## src/rtl/vffc_pkg.sv

```systemverilog
// Constants, field layouts and carrier types for the video format and framing control block.
// Assumes an APB master with 32-bit data and a front end that measures rasters and finds timing words.
package vffc_pkg;
    // Register indices; the byte address is four times the index.
    localparam logic [5:0] IDX_TARGET_FMT = 6'h0b;
    localparam logic [5:0] IDX_DETECT_FMT = 6'h0c;
    localparam logic [5:0] IDX_PATTERN = 6'h0d;
    localparam logic [5:0] IDX_ALIGN = 6'h10;
    localparam int ADDR_LSB = 2;

    // Field positions of target_format_config.
    localparam int TF_HD_LOCK = 5;
    localparam int TF_SD_LOCK = 6;
    localparam int TF_FRM_MODE = 7;
    // Field positions of detected_format_status.
    localparam int DF_H = 5;
    localparam int DF_V = 6;
    localparam int DF_F = 7;
    // Field positions of pattern_test_control.
    localparam int PT_GEN_ON = 6;
    localparam int PT_PASS = 7;
    localparam int PS_HD = 5;
    localparam int PS_PAL = 4;
    // Field positions of alignment_control.
    localparam int AL_REALIGN = 0;
    localparam int AL_FLAG = 1;
    // Bits of the timing reference word.
    localparam int TRS_H = 6;
    localparam int TRS_V = 7;
    localparam int TRS_F = 8;

    localparam logic FRM_MODE_RESET = 1'b1;

    // Format codes.
    localparam logic [4:0] FMT_NONE = 5'h00;
    localparam logic [4:0] FMT_525_54 = 5'h01;
    localparam logic [4:0] FMT_525_36 = 5'h02;
    localparam logic [4:0] FMT_525_27 = 5'h03;
    localparam logic [4:0] FMT_625_54 = 5'h09;
    localparam logic [4:0] FMT_625_36 = 5'h0a;
    localparam logic [4:0] FMT_625_27 = 5'h0b;
    localparam logic [4:0] FMT_1125_30I_1035 = 5'h11;
    localparam logic [4:0] FMT_1125_30I = 5'h12;
    localparam logic [4:0] FMT_1125_30P = 5'h13;
    localparam logic [4:0] FMT_750_60P = 5'h14;
    localparam logic [4:0] FMT_1125_25I = 5'h19;
    localparam logic [4:0] FMT_1125_25P = 5'h1a;
    localparam logic [4:0] FMT_1250_25I = 5'h1c;
    localparam logic [4:0] FMT_1125_24P = 5'h1d;
    localparam int FMT_HD_BIT = 4;
    localparam int FMT_PAL_BIT = 3;

    // Raster totals.
    localparam logic [10:0] LINES_525 = 11'd525;
    localparam logic [10:0] LINES_625 = 11'd625;
    localparam logic [10:0] LINES_750 = 11'd750;
    localparam logic [10:0] LINES_1125 = 11'd1125;
    localparam logic [10:0] LINES_1250 = 11'd1250;
    localparam logic [10:0] ACTIVE_1035 = 11'd1035;
    localparam logic [11:0] SMP_3432 = 12'd3432;
    localparam logic [11:0] SMP_2288 = 12'd2288;
    localparam logic [11:0] SMP_1716 = 12'd1716;
    localparam logic [11:0] SMP_3456 = 12'd3456;
    localparam logic [11:0] SMP_2304 = 12'd2304;
    localparam logic [11:0] SMP_1728 = 12'd1728;
    localparam logic [11:0] SMP_2200 = 12'd2200;
    localparam logic [11:0] SMP_2640 = 12'd2640;
    localparam logic [11:0] SMP_2376 = 12'd2376;
    localparam logic [11:0] SMP_2750 = 12'd2750;
    localparam logic [11:0] SMP_1650 = 12'd1650;

    // Test pattern kinds in the two low select bits.
    localparam logic [1:0] PAT_BLACK = 2'h0;
    localparam logic [1:0] PAT_PLL = 2'h1;
    localparam logic [1:0] PAT_EQ = 2'h2;
    localparam logic [1:0] PAT_BARS = 2'h3;
    // Raster bits [3:2] of a standard definition 27 MHz pattern.
    localparam logic [1:0] SD_RASTER_27 = 2'h2;

    // Rate search ranges handed to the frequency acquisition logic.
    localparam logic [1:0] SEARCH_SD = 2'h1;
    localparam logic [1:0] SEARCH_HD = 2'h2;
    localparam logic [1:0] SEARCH_BOTH = 2'h3;

    typedef struct packed {
        logic valid;
        logic [10:0] lines;
        logic [10:0] active_lines;
        logic [11:0] samples;
        logic progressive;
        logic rate_hd;
    } vffc_meas_t;

    typedef struct packed {
        logic valid;
        logic aligned;
        logic [9:0] word;
    } vffc_trs_t;
endpackage : vffc_pkg

```

## src/rtl/vffc_top.sv

```systemverilog
// Video format and framing control: configuration and status registers with their control logic.
// Assumes an APB master on clk, and a front end on clk reporting raster measurements and timing words.
//
// Register access over APB is this design's own decision.
`timescale 1ns/1ps
`default_nettype none

// Behaviour
// - Nonzero target code confines processing to it.
// - Target code names one format, never ranges.
// - Code bit 4 means HD, bit 3 PAL.
// - 525-line codes 00001, 00010, 00011.
// - 625-line codes 01001, 01010, 01011.
// - 1125-line 30 frame codes 10001, 10010, 10011.
// - Other HD codes 11001, 11010, 11100, 11101, 10100.
// - High definition lock alone restricts search to HD.
// - Standard definition lock alone restricts search to SD.
// - Both locks clear searches both ranges.
// - Lock first timing word; flag off-boundary ones.
// - With policy bit clear, realign request realigns at every timing word.
// - Policy bit makes flag drive realign request.
// - Alignment policy bit resets to one.
// - Detected format code is reported read-only.
// - Detection ignores the 1.001 rate difference.
// - H, V, F copy timing word bits 6-8.
// - Pattern select picks the generated pattern.
// - HD bars and two SD patterns are self-test.
// - Generator enable turns on pattern and self-test.
// - Pass bit reads one only on pass.
// - Select bit 5 HD; low bits pattern kind.
module vffc_top import vffc_pkg::*; (
    input wire logic clk,
    input wire logic rst_n,
    input wire logic psel,
    input wire logic penable,
    input wire logic pwrite,
    input wire logic [7:0] paddr,
    input wire logic [31:0] pwdata,
    input wire logic [3:0] pstrb,
    output logic [31:0] prdata,
    output logic pready,
    output logic pslverr,
    input wire vffc_meas_t meas,
    input wire vffc_trs_t trs,
    input wire logic realign_input,
    input wire logic bist_done,
    input wire logic bist_ok,
    output logic off_boundary_sync_flag,
    output logic realign_strobe,
    output logic [1:0] rate_search,
    output logic [4:0] accepted_format,
    output logic format_accepted,
    output logic [5:0] pattern_sel,
    output logic pattern_gen_on,
    output logic bist_capable
);

    typedef struct packed {
        logic [4:0] cfg_fmt;
        logic hd_lock;
        logic sd_lock;
        logic frm_mode;
        logic realign_sw;
        logic [4:0] det_fmt;
        logic h;
        logic v;
        logic f;
        logic [5:0] pat_sel;
        logic pat_on;
        logic pass;
        logic locked;
        logic flag;
        logic realign;
        logic [1:0] search;
        logic accept;
        logic capable;
        logic ready;
        logic slverr;
        logic [31:0] rdata;
    } vffc_state_t;

    vffc_state_t st;
    vffc_state_t next_st;

    // Maps a measured raster to its format code; the word rate is not looked at.
    function automatic logic [4:0] fmt_code(input vffc_meas_t m);
        logic [4:0] c;
        c = FMT_NONE;
        if (m.lines == LINES_525) begin
            if (m.samples == SMP_3432) c = FMT_525_54;
            else if (m.samples == SMP_2288) c = FMT_525_36;
            else if (m.samples == SMP_1716) c = FMT_525_27;
        end else if (m.lines == LINES_625) begin
            if (m.samples == SMP_3456) c = FMT_625_54;
            else if (m.samples == SMP_2304) c = FMT_625_36;
            else if (m.samples == SMP_1728) c = FMT_625_27;
        end else if (m.lines == LINES_1125) begin
            if (m.samples == SMP_2200) begin
                if (m.progressive) c = FMT_1125_30P;
                else if (m.active_lines == ACTIVE_1035) c = FMT_1125_30I_1035;
                else c = FMT_1125_30I;
            end else if (m.samples == SMP_2640) begin
                c = m.progressive ? FMT_1125_25P : FMT_1125_25I;
            end else if (m.samples == SMP_2750 && m.progressive) begin
                c = FMT_1125_24P;
            end
        end else if (m.lines == LINES_1250 && m.samples == SMP_2376 && !m.progressive) begin
            c = FMT_1250_25I;
        end else if (m.lines == LINES_750 && m.samples == SMP_1650 && m.progressive) begin
            c = FMT_750_60P;
        end
        return c;
    endfunction : fmt_code

    // True when the code is one that the search range lets through.
    function automatic logic in_range(input logic [4:0] c, input logic [1:0] s);
        logic r;
        r = c[FMT_HD_BIT] ? s[1] : s[0];
        return r;
    endfunction : in_range

    // True when the selected pattern doubles as self-test data.
    function automatic logic selftest_pattern(input logic [5:0] p);
        logic r;
        if (p[PS_HD]) r = (p[1:0] == PAT_BARS);
        else if (p[3:2] != SD_RASTER_27) r = 1'b0;
        else r = p[PS_PAL] ? (p[1:0] == PAT_PLL) : (p[1:0] == PAT_BARS);
        return r;
    endfunction : selftest_pattern

    logic apb_setup;
    logic apb_commit;
    logic [5:0] idx;
    logic wr_lane;
    logic realign_eff;
    logic [4:0] meas_code;
    assign apb_setup = psel && !penable;
    assign apb_commit = psel && penable && st.ready;
    assign idx = paddr[ADDR_LSB +: 6];
    assign wr_lane = apb_commit && pwrite && pstrb[0];
    assign meas_code = fmt_code(meas);
    // The policy bit lets the off-boundary flag act as the realign request.
    assign realign_eff = st.frm_mode ? st.flag : (st.realign_sw || realign_input);

    always_comb begin
        next_st = st;
        next_st.realign = 1'b0;
        // APB: answer in the access phase, one cycle after setup.
        next_st.ready = apb_setup;
        next_st.slverr = 1'b0;
        next_st.rdata = 32'h0000_0000;
        if (apb_setup) begin
            case (idx)
                IDX_TARGET_FMT: begin
                    next_st.rdata[7:0] = {st.frm_mode, st.sd_lock, st.hd_lock, st.cfg_fmt};
                end
                IDX_DETECT_FMT: begin
                    next_st.rdata[7:0] = {st.f, st.v, st.h, st.det_fmt};
                end
                IDX_PATTERN: begin
                    next_st.rdata[7:0] = {st.pass, st.pat_on, st.pat_sel};
                end
                IDX_ALIGN: begin
                    next_st.rdata[AL_REALIGN] = st.realign_sw;
                    next_st.rdata[AL_FLAG] = st.flag;
                end
                default: begin
                    next_st.slverr = 1'b1;
                end
            endcase
        end
        if (wr_lane) begin
            case (idx)
                IDX_TARGET_FMT: begin
                    next_st.cfg_fmt = pwdata[4:0];
                    next_st.hd_lock = pwdata[TF_HD_LOCK];
                    next_st.sd_lock = pwdata[TF_SD_LOCK];
                    next_st.frm_mode = pwdata[TF_FRM_MODE];
                end
                IDX_PATTERN: begin
                    next_st.pat_sel = pwdata[5:0];
                    next_st.pat_on = pwdata[PT_GEN_ON];
                    if (pwdata[PT_GEN_ON] && !st.pat_on) begin
                        next_st.pass = 1'b0;
                    end
                end
                IDX_ALIGN: begin
                    next_st.realign_sw = pwdata[AL_REALIGN];
                end
                default: begin
                end
            endcase
        end
        // Rate search range for frequency acquisition and detection.
        if (next_st.hd_lock && !next_st.sd_lock) begin
            next_st.search = SEARCH_HD;
        end else if (next_st.sd_lock && !next_st.hd_lock) begin
            next_st.search = SEARCH_SD;
        end else begin
            next_st.search = SEARCH_BOTH;
        end
        // Detected format; bit 4 HD and bit 3 PAL come from the code table.
        if (meas.valid) begin
            next_st.det_fmt = in_range(meas_code, next_st.search) ? meas_code : FMT_NONE;
        end
        next_st.accept = (next_st.det_fmt != FMT_NONE)
            && (next_st.cfg_fmt == FMT_NONE || next_st.cfg_fmt == next_st.det_fmt);
        // Timing word handling: flags, framing policy.
        if (trs.valid) begin
            next_st.h = trs.word[TRS_H];
            next_st.v = trs.word[TRS_V];
            next_st.f = trs.word[TRS_F];
            if (realign_eff || !st.locked) begin
                next_st.realign = 1'b1;
                next_st.locked = 1'b1;
                next_st.flag = 1'b0;
            end else begin
                next_st.flag = !trs.aligned;
            end
        end
        // Self-test result is only meaningful while the generator runs.
        next_st.capable = selftest_pattern(next_st.pat_sel);
        if (!next_st.pat_on) begin
            next_st.pass = 1'b0;
        end else if (bist_done && st.capable) begin
            next_st.pass = bist_ok;
        end
    end

    always_ff @(posedge clk or negedge rst_n) begin
        if (!rst_n) begin
            st <= '0;
            st.frm_mode <= FRM_MODE_RESET;
            st.search <= SEARCH_BOTH;
        end else begin
            st <= next_st;
        end
    end

    assign prdata = st.rdata;
    assign pready = st.ready;
    assign pslverr = st.slverr;
    assign off_boundary_sync_flag = st.flag;
    assign realign_strobe = st.realign;
    assign rate_search = st.search;
    assign accepted_format = st.det_fmt;
    assign format_accepted = st.accept;
    assign pattern_sel = st.pat_sel;
    assign pattern_gen_on = st.pat_on;
    assign bist_capable = st.capable;
endmodule : vffc_top

`default_nettype wire

```

## config.mk

```make
export PLATFORM = sky130hd
export DESIGN_NAME = vffc_top
export DESIGN_NICKNAME = d
export VERILOG_FILES = /design/src/rtl/vffc_pkg.sv /design/src/rtl/vffc_top.sv
export SDC_FILE = /design/constraint.sdc
export NUM_CORES = 1
export LEC_CHECK = 0
export BUFFER_PORTS_ARGS = -buffer_cell sky130_fd_sc_hd__buf_2
export CELL_PAD_IN_SITES_DETAIL_PLACEMENT = 0
export CELL_PAD_IN_SITES_GLOBAL_PLACEMENT = 1
export CORE_UTILIZATION = 33
export CTS_BUF_LIST = sky130_fd_sc_hd__clkbuf_8 sky130_fd_sc_hd__clkbuf_16
export DETAILED_ROUTE_END_ITERATION = 8
export MAX_ROUTING_LAYER = met4
export PLACE_DENSITY = 0.84
export SETUP_SLACK_MARGIN = 0.05
export SLEW_MARGIN = 25
export SYNTH_ARGS = -nofsm -noshare
export SYNTH_HDL_FRONTEND = slang
export SYNTH_SLANG_ARGS = --single-unit
```

## constraint.sdc

```tcl
create_clock -name clk -period 2.4 [get_ports clk]
set_input_delay 0.12 -clock clk [delete_from_list [all_inputs] [get_ports clk]]
set_output_delay 0.12 -clock clk [all_outputs]
set_load 0.1 [all_outputs]
```

* After elaboration in Yosys (flattened, before gate mapping)
Index checks and enable logic that the tools add are counted.
Cells by class: eq/ne operators 28, multiplexer cells 42, reduce and logical (&&, ||, !) cells 32
Operators with widths (count):
- $eq A12 B12 Y1 const B | 8
- $mux W5 | 10
- $eq A12 B11 Y1 const B | 3
- $eq A11 B10 Y1 const B | 3
- $eq A11 B11 Y1 const B | 3
- $mux W8 | 4
- $eq A6 B4 Y1 const B | 3
- $pmux W6 S3 | 1
- $mux W2 | 8
- $logic_and A1 B1 Y1 | 15
- $mux W1 | 14
- $mux W4 | 3
- $mux W9 | 1
- $ne A3 B1 Y1 const B | 3
- $pmux W2 S4 | 1
- $logic_not A1 Y1 | 7
- $eq A6 B5 Y1 const B | 1
- $reduce_and A2 Y1 | 3
- $eq A5 B5 Y1 | 1
- $logic_not A5 Y1 | 1
- $reduce_bool A5 Y1 | 1
- $reduce_or A4 Y1 | 1
- $logic_or A1 B1 Y1 | 3
- $reduce_and A3 Y1 | 1
- other kinds (3) | 3
Word-level totals: register bits 42, bits of input ports 101, output and inout port bits 52, logic and storage cells 123

* Logic depth before layout (Yosys ltp)
Gate-level depths: netlist of run 1.
depth after elaboration 15, depth in mapped cells 10, mapped depth without buffers 9

* Least setup slack after synthesis of run 1
No wires, ideal clock.
path type register -> register, start point register st (netlist bit pready), end point register st (netlist bit format_accepted), setup time 119 ps, data arrival time 2753 ps, required time 2281 ps, slack -472 ps, stages on the path, launching flop included 10, path buffers 1, clock period less this slack 2872 ps, path through dfrtp_1 > nand3_1 > or4_1 > buf_2 > a31oi_1 > mux2i_2 > a2111oi_4 > a221oi_1 > nand4_1 > a21oi_2
RTL lines:
- from (decl) | line vffc_top.sv:82 | vffc_state_t st;
- from (signal assigned) | line vffc_top.sv:236 | st <= next_st;

==> results of run 1 <==
## metrics by stage
step	total power, mW	setup WS, ps	instance area [µm²]
final	1.78	91.7	3960
after global routing	1.84	9.75	3960
after CTS	1.78	63.8	3920
after detailed placement	1.23	-399	3720
after global placement	1.22	-281	3720
after floorplan	1.10	11.2	3130
## sequential cells by signal (all words and copies together), names as in the netlist
signal and flops:
accepted_format 5, bist_capable 1, format_accepted 1, off_boundary_sync_flag 1, pattern_gen_on 1, pattern_sel 6
prdata 8, pready 1, pslverr 1, rate_search 2, realign_strobe 1, st 14
## worst reg2reg max path, cell delays in order, from the launching register on
cell and delay, ps:
dfrtp_4 410, nand3_2 70, or4_4 460, buf_4 210, a31oi_4 250, mux2i_4 150, a2111oi_4 330, o21bai_2 200
a21oi_2 50, a21oi_2 100
## kinds of logic after synthesis
| group | Yosys count | synth area share (%) |
|---|---|---|
| simple gates | 121 | 26.5 |
| buf+inv | 68 | 14.6 |
| flops | 42 | 35.7 |
| other cells | 1 | 0.127 |
| xor+xnor | 3 | 0.890 |
| mux | 27 | 10.2 |
| compound gates | 45 | 11.9 |
## metal layers
metal  share of wire [%]  GRT usage, %
met5                   0             -
met4                0.87          4.48
met3                 4.7          2.89
met2                  49          28.9
met1                  46          22.2
## path summary, 6_finish.rpt
check / to / slack, ps / startpoint
worst max-delay path: format_accepted / 90 / meas[34]
worst min-delay path: st[51] / 50 / trs[6]
worst max register to register: format_accepted / 110 / pready
worst min register to register: st[40] / 480 / st[40]
max in group asynchronous: st[62] / 1320 / rst_n
min in group asynchronous: realign_strobe / 440 / rst_n
## cells in the final DEF, fill, tap and decap left out, types with 5 or more instances in the layout
cell type / n
clkbuf_8: 5
inv_1: 14
buf_2: 89
a21oi_1: 6
dfrtp_1: 38
nand2_1: 12
mux2_2: 21
nor2_1: 25
buf_4: 57
a22oi_1: 7
conb_1: 24
nand4_1: 6
nor4_1: 6
nand3_1: 9
## repair_timing
action / CTS / global route
pin swaps: 5 / 7
hold endpoints to repair: 32 / 0
resized for setup: 4 / 7
setup endpoints to repair: 1 / 1
setup buffers: 5 / 2
hold buffers: 2 / 0
## cell type report
cell class / count / area (µm²) / area share, %
multi-input cells: 220 / 1670 / 42.2
flip-flops and latches: 42 / 1060 / 26.7
repair buffers: 151 / 936 / 23.6
well taps: 108 / 135 / 3.41
clock buffers: 5 / 68.8 / 1.74
inverters: 13 / 48.8 / 1.23
clock inverters: 3 / 41.3 / 1.04
## power breakdown
part | internal, mW | switching, mW | total, mW
logic | 0.134 | 0.360 | 0.494
registers | 0.724 | 0.0109 | 0.735
clock network | 0.306 | 0.248 | 0.554
==> results by group, run 1 <==
Timing
  • Rel. slew slack: 47.8%
  • Max-slew violations: 0
  • Hold WS: 48.7 ps
  • RSZ-0062 raised after global routing: yes
  • Highest clock rate: 433 MHz
  • Clk_skew: 12.3 ps
  • Total Negative Setup Slacks: 0 ps
  • Crit share post-route: 96.2%
  • Final min period: 2310 ps
  • Hold Violations, Final: 0
  • Setup Viol. Count Final: 0
  • Slew @ Worst Pin: 783 ps

Setup path
  • Worst-case reg-to-reg path depth: 9
  • Crit start category: primary input
  • Worst Path Arrival: 2530 ps
  • Slowest-stage cell, CP: or4_4
  • CP top delay family: simple AND/OR/NAND/NOR gates
  • CP required: 2620 ps
  • CP endpoint kind: register
  • Critical path cell sequence: buf_6 > nor4b_4 > buf_4 > nand2_2 > or4_4 > a32oi_4 > mux2i_4 > a2111oi_4 > a221oi_2 > nand4_1 > a21oi_2
  • Worst Setup Path Type: primary input to register
  • CP Max Fanout: 5
  • CP Depth: 11
  • CP peak stage delay: 540 ps
  • Crit path buffers/inverters: 2

Power and ir drop
  • Peak supply drop: 0.279 mV
  • PD cells: 450 nW/µm²
  • Static leakage: 1.89 nW

Synthesis
  • Most instantiated cells after synthesis: buf_4 (45), dfrtp_1 (39), nor2_1 (25), mux2_2 (22)
  • Synth area leaders: dfrtp_1 (33%), buf_4 (11%), mux2_2 (8.4%)
  • #FFs+latches synth: 42
  • Yosys warns: 0
  • Synth area leader: dfrtp_1
  • Mapped Area: 2950 µm²
  • Syn avg cell area: 9.62 µm²
  • Share of Yosys cell area claimed by the top area cell type: 33.0%
  • Post-synth cell types: 60
  • Post-synth EDFFs: 0
  • Most common cell in the synthesized netlist: buf_4
  • Predominant post-synthesis flop cell: dfrtp_1
  • Ys async rst share: 100%
  • Sequential share of the synthesized area: 35.7%
  • Post-Syn Instances: 307

Route
  • DR pass1 iterations: 4
  • WL/cell: 14.8 µm
  • DR iter-0 viols: 122
  • DRC Markers: 0
  • Routed WL: 8.03 mm
  • Via Count: 2,673
  • Number of routed nets with antenna violations: 0
  • Vias per std cell: 4.93

Place
  • Placed Cells: 525
  • IO Port Bufs: 91
  • Routability cong.: 0.830
  • HPWL Detailed: 6.25 mm

Clocking
  • Clk_lat worst skew: 300 ps
  • CTS Buf Count: 5
  • Clock root buffer: clkbuf_8
  • CTS tree: built
  • H-tree levels: 2
  • Max clock buf depth: 2
  • Clock transition at path regs: 80 ps
  • Sink Count: 42

Hold path
  • Hold Crit Class: primary input to register
  • WHS Path Cells: 2

Floorplanning
  • DIE AREA: 9330 µm²
  • Row Count: 34
  • Chip Width: 96.6 µm
  • Starting Density: 34.0%
  • Core footprint: 8680 µm²
  • Die span in y: 96.6 µm
  • I/O pins: 153

GRT
  • Gr usage total: 17.5%
  • First-pass GRT wire length: 13.0 mm
  • Total global routing overflow: 0
  • Largest net degree at the start of global routing: 36
  • Initial antenna violation count: 0
  • Vias in the first global route: 2,722

Final layout
  • Fillers: 844
  • Final non-filler cell total: 542
  • Share of post-route cells with drive strength above 1: 49.5%
  • Fin nets: 534
  • Post-layout util: 45.6%
  • Synthesis-to-layout area growth: 34.1%
  • Ant. Diodes: 0

Job
  • Max-Cap Viols: 0

Run status
  • Outcome: finished clean
No activity file was read; power rests on OpenSTA's default activity.
==> inputs of run 2 (changes only) <==
- CORE_ASPECT_RATIO: default -> 0.75
==> results by group, run 2 (synthesis gave the netlist of run 1 again) <==
Final layout
  • Synthesis-to-layout area growth: 35.4%
  • Top reg by flops: st
  • Share of post-route cells with drive strength above 1: 50.3% (+0.81 points)
  • Max FFs per register: 14 (unchanged)
  • Fillers: 814 (-3.6%)
  • Ant. Diodes: 0 (unchanged)
  • Commonest non-fill, non-tap cell in the layout: buf_2
  • Most frequent cells in the layout: buf_2 (91), buf_4 (57), dfrtp_1 (38)
  • Fin nets: 533 (-0.19%)
  • Post-layout util: 46.7% (+1.1 points)

Power and ir drop
  • Internal: 1.23 mW (+5.8%)
  • Share of total power in the clock network: 33.9% (+2.8 points)
  • Static leakage: 1.93 nW (+2.0%)
  • Peak supply drop: 0.315 mV (+13%)
  • Logic pwr share: 26.5% (-1.2 points)
  • Design Power: 1.86 mW (+4.4%)
  • Switching portion of total power: 33.8% (-0.91 points)
  • Seq pwr share: 39.6% (-1.6 points)
  • PD cells: 465 nW/µm² (+3.4%)
  • Net Switching: 0.629 mW (+1.6%)

Route
  • DR iter-0 viols: 133 (+9.0%)
  • Via Count: 2,720 (+1.8%)
  • DRC Markers: 18 (+18)
  • Routed WL: 8.22 mm (+2.5%)
  • Vias per std cell: 5.03 (+1.9%)
  • Number of routed nets with antenna violations: 0 (unchanged)
  • DR pass1 iterations: 6 (+2)
  • WL/cell: 15.2 µm (+2.7%)

Setup path
  • CP Max Fanout: 7 (+2)
  • Worst Setup Path Type: register to register
  • CP endpoint kind: register
  • Crit start category: register
  • Worst-case reg-to-reg path depth: 9 (unchanged)
  • Worst Path Arrival: 2530 ps (about the same)
  • CP required: 2570 ps (-50 ps)

Place
  • HPWL Detailed: 6.47 mm (+3.5%)
  • Routability cong.: 0.906 (+9.3%)
  • IO Port Bufs: 91 (unchanged)

GRT
  • First-pass GRT wire length: 12.9 mm (-0.74%)
  • Gr usage total: 17.8% (+0.37 points)
  • Total global routing overflow: 0 (unchanged)
  • Largest net degree at the start of global routing: 43 (+19%)
  • Initial antenna violation count: 0 (unchanged)
  • Vias in the first global route: 2,621 (-3.7%)

Run status
  • Failing checks: DRC, hold timing
  • Outcome: complete, but fails checks

Clocking
  • Cts hold-fix bufs: 0 (-2)
  • CTS Buf Count: 5 (unchanged)
  • Clock root buffer: clkbuf_16
  • Max clock buf depth: 2 (unchanged)
  • H-tree levels: 2 (unchanged)
  • Clock transition at path regs: 60 ps (-20 ps)
  • Clk_lat worst skew: 280 ps (-20 ps)
  • Sink Count: 42 (unchanged)
  • CTS tree: built

Floorplanning
  • Row Count: 29 (-15%)
  • Core footprint: 8560 µm² (-1.3%)
  • DIE AREA: 9340 µm² (about the same)
  • I/O pins: 153 (unchanged)
  • Die span in y: 83.9 µm (-13%)
  • Starting Density: 34.5% (+0.46 points)
  • Chip Width: 111 µm (+15%)

Timing
  • Rel. slew slack: 38.2% (-9.6 points)
  • Setup Viol. Count Final: 0 (unchanged)
  • Crit share post-route: 98.2% (+2.0 points)
  • Slew @ Worst Pin: 927 ps (+145 ps)
  • Max-slew violations: 0 (unchanged)
  • RSZ-0062 raised after global routing: yes
  • Hold WS: -30.1 ps (-78.8 ps)
  • Hold Violations, Final: 39 (+39)
  • Clk_skew: 7.70 ps (-4.56 ps)
  • Final min period: 2360 ps (+47.5 ps)
  • Highest clock rate: 424 MHz (-2.0%)

Job
  • Max-Cap Viols: 0 (unchanged)

Hold path
  • Hold Crit Class: primary input to async pin
## run 2: cell types whose count changed in the layout (fill, tap and decap cells not counted), sizes merged
cell         change
clkinv           +2
dlygate4sd3      -2
buf              +1
bufinv           -1
clkinvlp         -1
## run 2: per-layer routing
metal	routed length (µm)	vias up	global-route usage, %
li1	-	1305	-
met1	4030	1283	25.6
met2	3500	120	25.5
met3	605	12	3.70
met4	91	0	4.18
met5	0	-	-
## run 2: power by group through the flow
stage	Clock (mW)	Sequential [mW]	Combinational [mW]
after floorplan	0	0.791	0.314
after global placement	0	0.748	0.473
after detailed placement	0	0.749	0.478
after CTS	0.639	0.737	0.482
after global routing	0.672	0.738	0.518
final	0.631	0.737	0.494
## run 2: layout make-up
type / instances / area (µm²) / area share (%)
multi-input combinational: 220 / 1700 / 42.6
sequential: 42 / 1060 / 26.5
timing repair buffer: 150 / 915 / 22.9
tap: 108 / 135 / 3.38
clock buffer: 5 / 125 / 3.13
inverter: 13 / 48.8 / 1.22
clock inverter: 3 / 13.8 / 0.344
## run 2: stage by stage
step / worst slack (ps) / std cells / setup TNS, ps / cell area, µm²
finish: 44.2 / 541 / 0 / 4000
global route: -67.7 / 541 / -67.7 / 4000
CTS: 58.9 / 538 / 0 / 3920
detailed placement: -361 / 528 / -470 / 3740
global placement: -211 / 528 / -224 / 3740
floorplan: 11.2 / 330 / 0 / 3130
## run 2: critical path, cell delays in order (launching register included)
cell      delay [ps]
dfrtp_4          400
nand3_2           70
or4_4            500
buf_4            210
mux2_2           330
or2_2            320
mux2i_2          170
a221oi_2          50
nand4_1          140
a21oi_2           60
## run 2: path summary, 6_finish.rpt
path,slack [ps],endpoint,startpoint
worst max-delay path,40,format_accepted,pready
worst max register to register,40,format_accepted,pready
worst min-delay path,-30,pslverr,rst_n
min in group clk,0,off_boundary_sync_flag,trs[10]
worst min register to register,480,st[40],st[40]
max in group asynchronous,1760,pready,rst_n
## run 2: repair_timing
| item | CTS | global route |
|---|---|---|
| setup buffers | 2 | 3 |
| endpoints found under the setup margin | 1 | 1 |
| gates resized for setup | 3 | 11 |
| pin swaps | 2 | 4 |
==> inputs of run 3 (changes only) <==
- CTS_BUF_LIST: sky130_fd_sc_hd__clkbuf_8 sky130_fd_sc_hd__clkbuf_16 -> default
- GPL_ROUTABILITY_DRIVEN: default -> 1
- clock period: 2.4 -> 2.5 ns (I/O delays scaled with it)
==> results by group, run 3 (synthesis gave the netlist of run 1 again) <==
Final layout
  • Reg area: 1060 µm² (unchanged)
  • Ant. Diodes: 0 (unchanged)
  • Fin nets: 525 (-1.5%)
  • Most frequent cells in the layout: buf_2 (91), buf_4 (51), dfrtp_1 (38)
  • Share of post-route cells with drive strength above 1: 48.0% (-2.3 points)
  • Commonest non-fill, non-tap cell in the layout: buf_2
  • Multi-input logic area: 1650 µm² (-3.3%)
  • Fillers: 799 (-1.8%)
  • Top reg by flops: st
  • Synthesis-to-layout area growth: 31.2%
  • Max FFs per register: 14 (unchanged)
  • Post-layout util: 45.3% (-1.4 points)
  • Final non-filler cell total: 533 (-1.5%)

GRT
  • Initial antenna violation count: 0 (unchanged)
  • Largest net degree at the start of global routing: 43 (unchanged)
  • First-pass GRT wire length: 12.8 mm (-1.0%)
  • Vias in the first global route: 2,605 (-0.61%)
  • Gr usage total: 17.4% (-0.39 points)
  • Total global routing overflow: 0 (unchanged)

Setup path
  • CP peak stage delay: 490 ps (about the same)
  • CP top delay family: simple AND/OR/NAND/NOR gates
  • Register-to-register setup slack: 110 ps (+70 ps)
  • Critical path destination: format_accepted
  • Crit path buffers/inverters: 2 (+1)
  • Slowest-stage cell, CP: or4_4
  • Critical path cell sequence: nand3_1 > or4_4 > buf_4 > a31oi_4 > mux2i_4 > buf_4 > a21oi_2 > xnor2_1 > nand4_1 > a21oi_2
  • CP required: 2710 ps (+140 ps)
  • CP Max Fanout: 5 (-2)
  • CP startpoint: pready
  • CP endpoint kind: register
  • CP Depth: 10 (+1)
  • Worst Path Arrival: 2600 ps (+70 ps)
  • Crit start category: register
  • Worst r2r src: pready
  • Critical R2R Capture: format_accepted
  • Worst-case reg-to-reg path depth: 10 (+1)
  • Worst Setup Path Type: register to register

Clocking
  • Clock transition at path regs: 60 ps (about the same)
  • Clk_lat worst skew: 280 ps (about the same)
  • Max clock buf depth: 2 (unchanged)
  • CTS Buf Count: 5 (unchanged)
  • H-tree levels: 2 (unchanged)
  • Clock root buffer: clkbuf_16
  • Sink Count: 42 (unchanged)
  • Cts hold-fix bufs: 0 (unchanged)
  • CTS tree: built

Place
  • IO Port Bufs: 91 (unchanged)
  • Routability cong.: 0.861 (-5.0%)
  • Placed Cells: 524 (-0.76%)
  • HPWL Detailed: 6.37 mm (-1.6%)

Route
  • Vias per std cell: 5.06 (+0.64%)
  • DRC Markers: 18 (unchanged)
  • Via Count: 2,697 (-0.85%)
  • DR pass1 iterations: 7 (+1)
  • Number of routed nets with antenna violations: 0 (unchanged)
  • Routed WL: 7.83 mm (-4.8%)
  • WL/cell: 14.7 µm (-3.4%)
  • DR iter-0 viols: 176 (+32%)

Floorplanning
  • Die span in y: 83.9 µm (unchanged)
  • Core footprint: 8560 µm² (unchanged)
  • Row Count: 29 (unchanged)
  • I/O pins: 153 (unchanged)
  • Chip Width: 111 µm (unchanged)
  • Starting Density: 34.5% (unchanged)
  • DIE AREA: 9340 µm² (unchanged)

Timing
  • Hold WS: -25.9 ps (+4.23 ps)
  • Crit share post-route: 95.4% (-2.8 points)
  • Final min period: 2390 ps (+29.2 ps)
  • Highest clock rate: 419 MHz (-1.2%)
  • Max-slew violations: 0 (unchanged)
  • Hold Violations, Final: 34 (-13%)
  • Clk_skew: 8.20 ps (+0.497 ps)
  • RSZ-0062 raised after global routing: yes
  • Total Negative Setup Slacks: 0 ps (unchanged)
  • Rel. slew slack: 39.3% (+1.2 points)
  • Slew @ Worst Pin: 910 ps (-17.3 ps)
  • Setup Viol. Count Final: 0 (unchanged)

Power and ir drop
  • PD cells: 466 nW/µm² (+0.22%)
  • Static leakage: 1.86 nW (-3.7%)
  • Peak supply drop: 0.264 mV (-16%)
  • Design Power: 1.81 mW (-2.9%)

Hold path
  • Hold Crit Class: primary input to async pin

Run status
  • Outcome: complete, but fails checks
  • Failing checks: DRC, hold timing

Job
  • Max-Cap Viols: 0 (unchanged)
-- run 3: layout make-up --
cell class / instances / share of cell area (%)
inverter: 13 / 1.26
multi-input combinational: 220 / 42.5
tap: 108 / 3.49
sequential: 42 / 27.3
timing repair buffer: 142 / 21.6
clock buffer: 7 / 3.68
clock inverter: 1 / 0.129
-- run 3: worst reg2reg max path, stage by stage, from the launching register on --
cell and delay (ps):
dfrtp_4 390, nand3_1 110, or4_4 490, buf_4 190
a31oi_4 230, mux2i_4 130, buf_4 160, a21oi_2 170
xnor2_1 130, nand4_1 130, a21oi_2 160
-- run 3: power by group --
part | switching [mW] | internal [mW] | total, mW
Sequential | 0.0101 | 0.696 | 0.706
Clock | 0.245 | 0.396 | 0.640
Combinational | 0.342 | 0.118 | 0.461
Total | 0.597 | 1.21 | 1.81
-- run 3: per-stage QoR --
stage               cell area [µm²]  worst slack [ps]
global placement               3660             -94.0
floorplan                      3080              56.8
CTS                            3820              71.5
global route                   3870              11.0
finish                         3870               115
detailed placement             3660              -198
-- run 3: worst min-delay path by stage --
stage	to	slack, ps	depth (start not counted)
3_5_place_dp	prdata[7]	300	1
3_3_place_gp	prdata[7]	290	1
5_1_grt	off_boundary_sync_flag	30	2
4_1_cts	prdata[7]	7	1
6_report	prdata[7]	-30	1
2_1_floorplan	accepted_format[0]	-170	0
-- run 3: routing by layer --
metal	part of all wire (%)	global-route usage [%]	wire (µm)	vias to the layer above
met3	6.9	2.54	537	4
met2	44	25.7	3430	109
li1	-	-	-	1293
met5	0	-	0	-
met4	0.29	3.19	23	0
met1	49	25.4	3840	1291
-- run 3: repair_timing --
item / CTS / global route
cloned: 0 / 0
endpoints found under the setup margin: 1 / 2
pin swaps: 0 / 3
resized for setup: 2 / 7
buffers inserted: 0 / 1
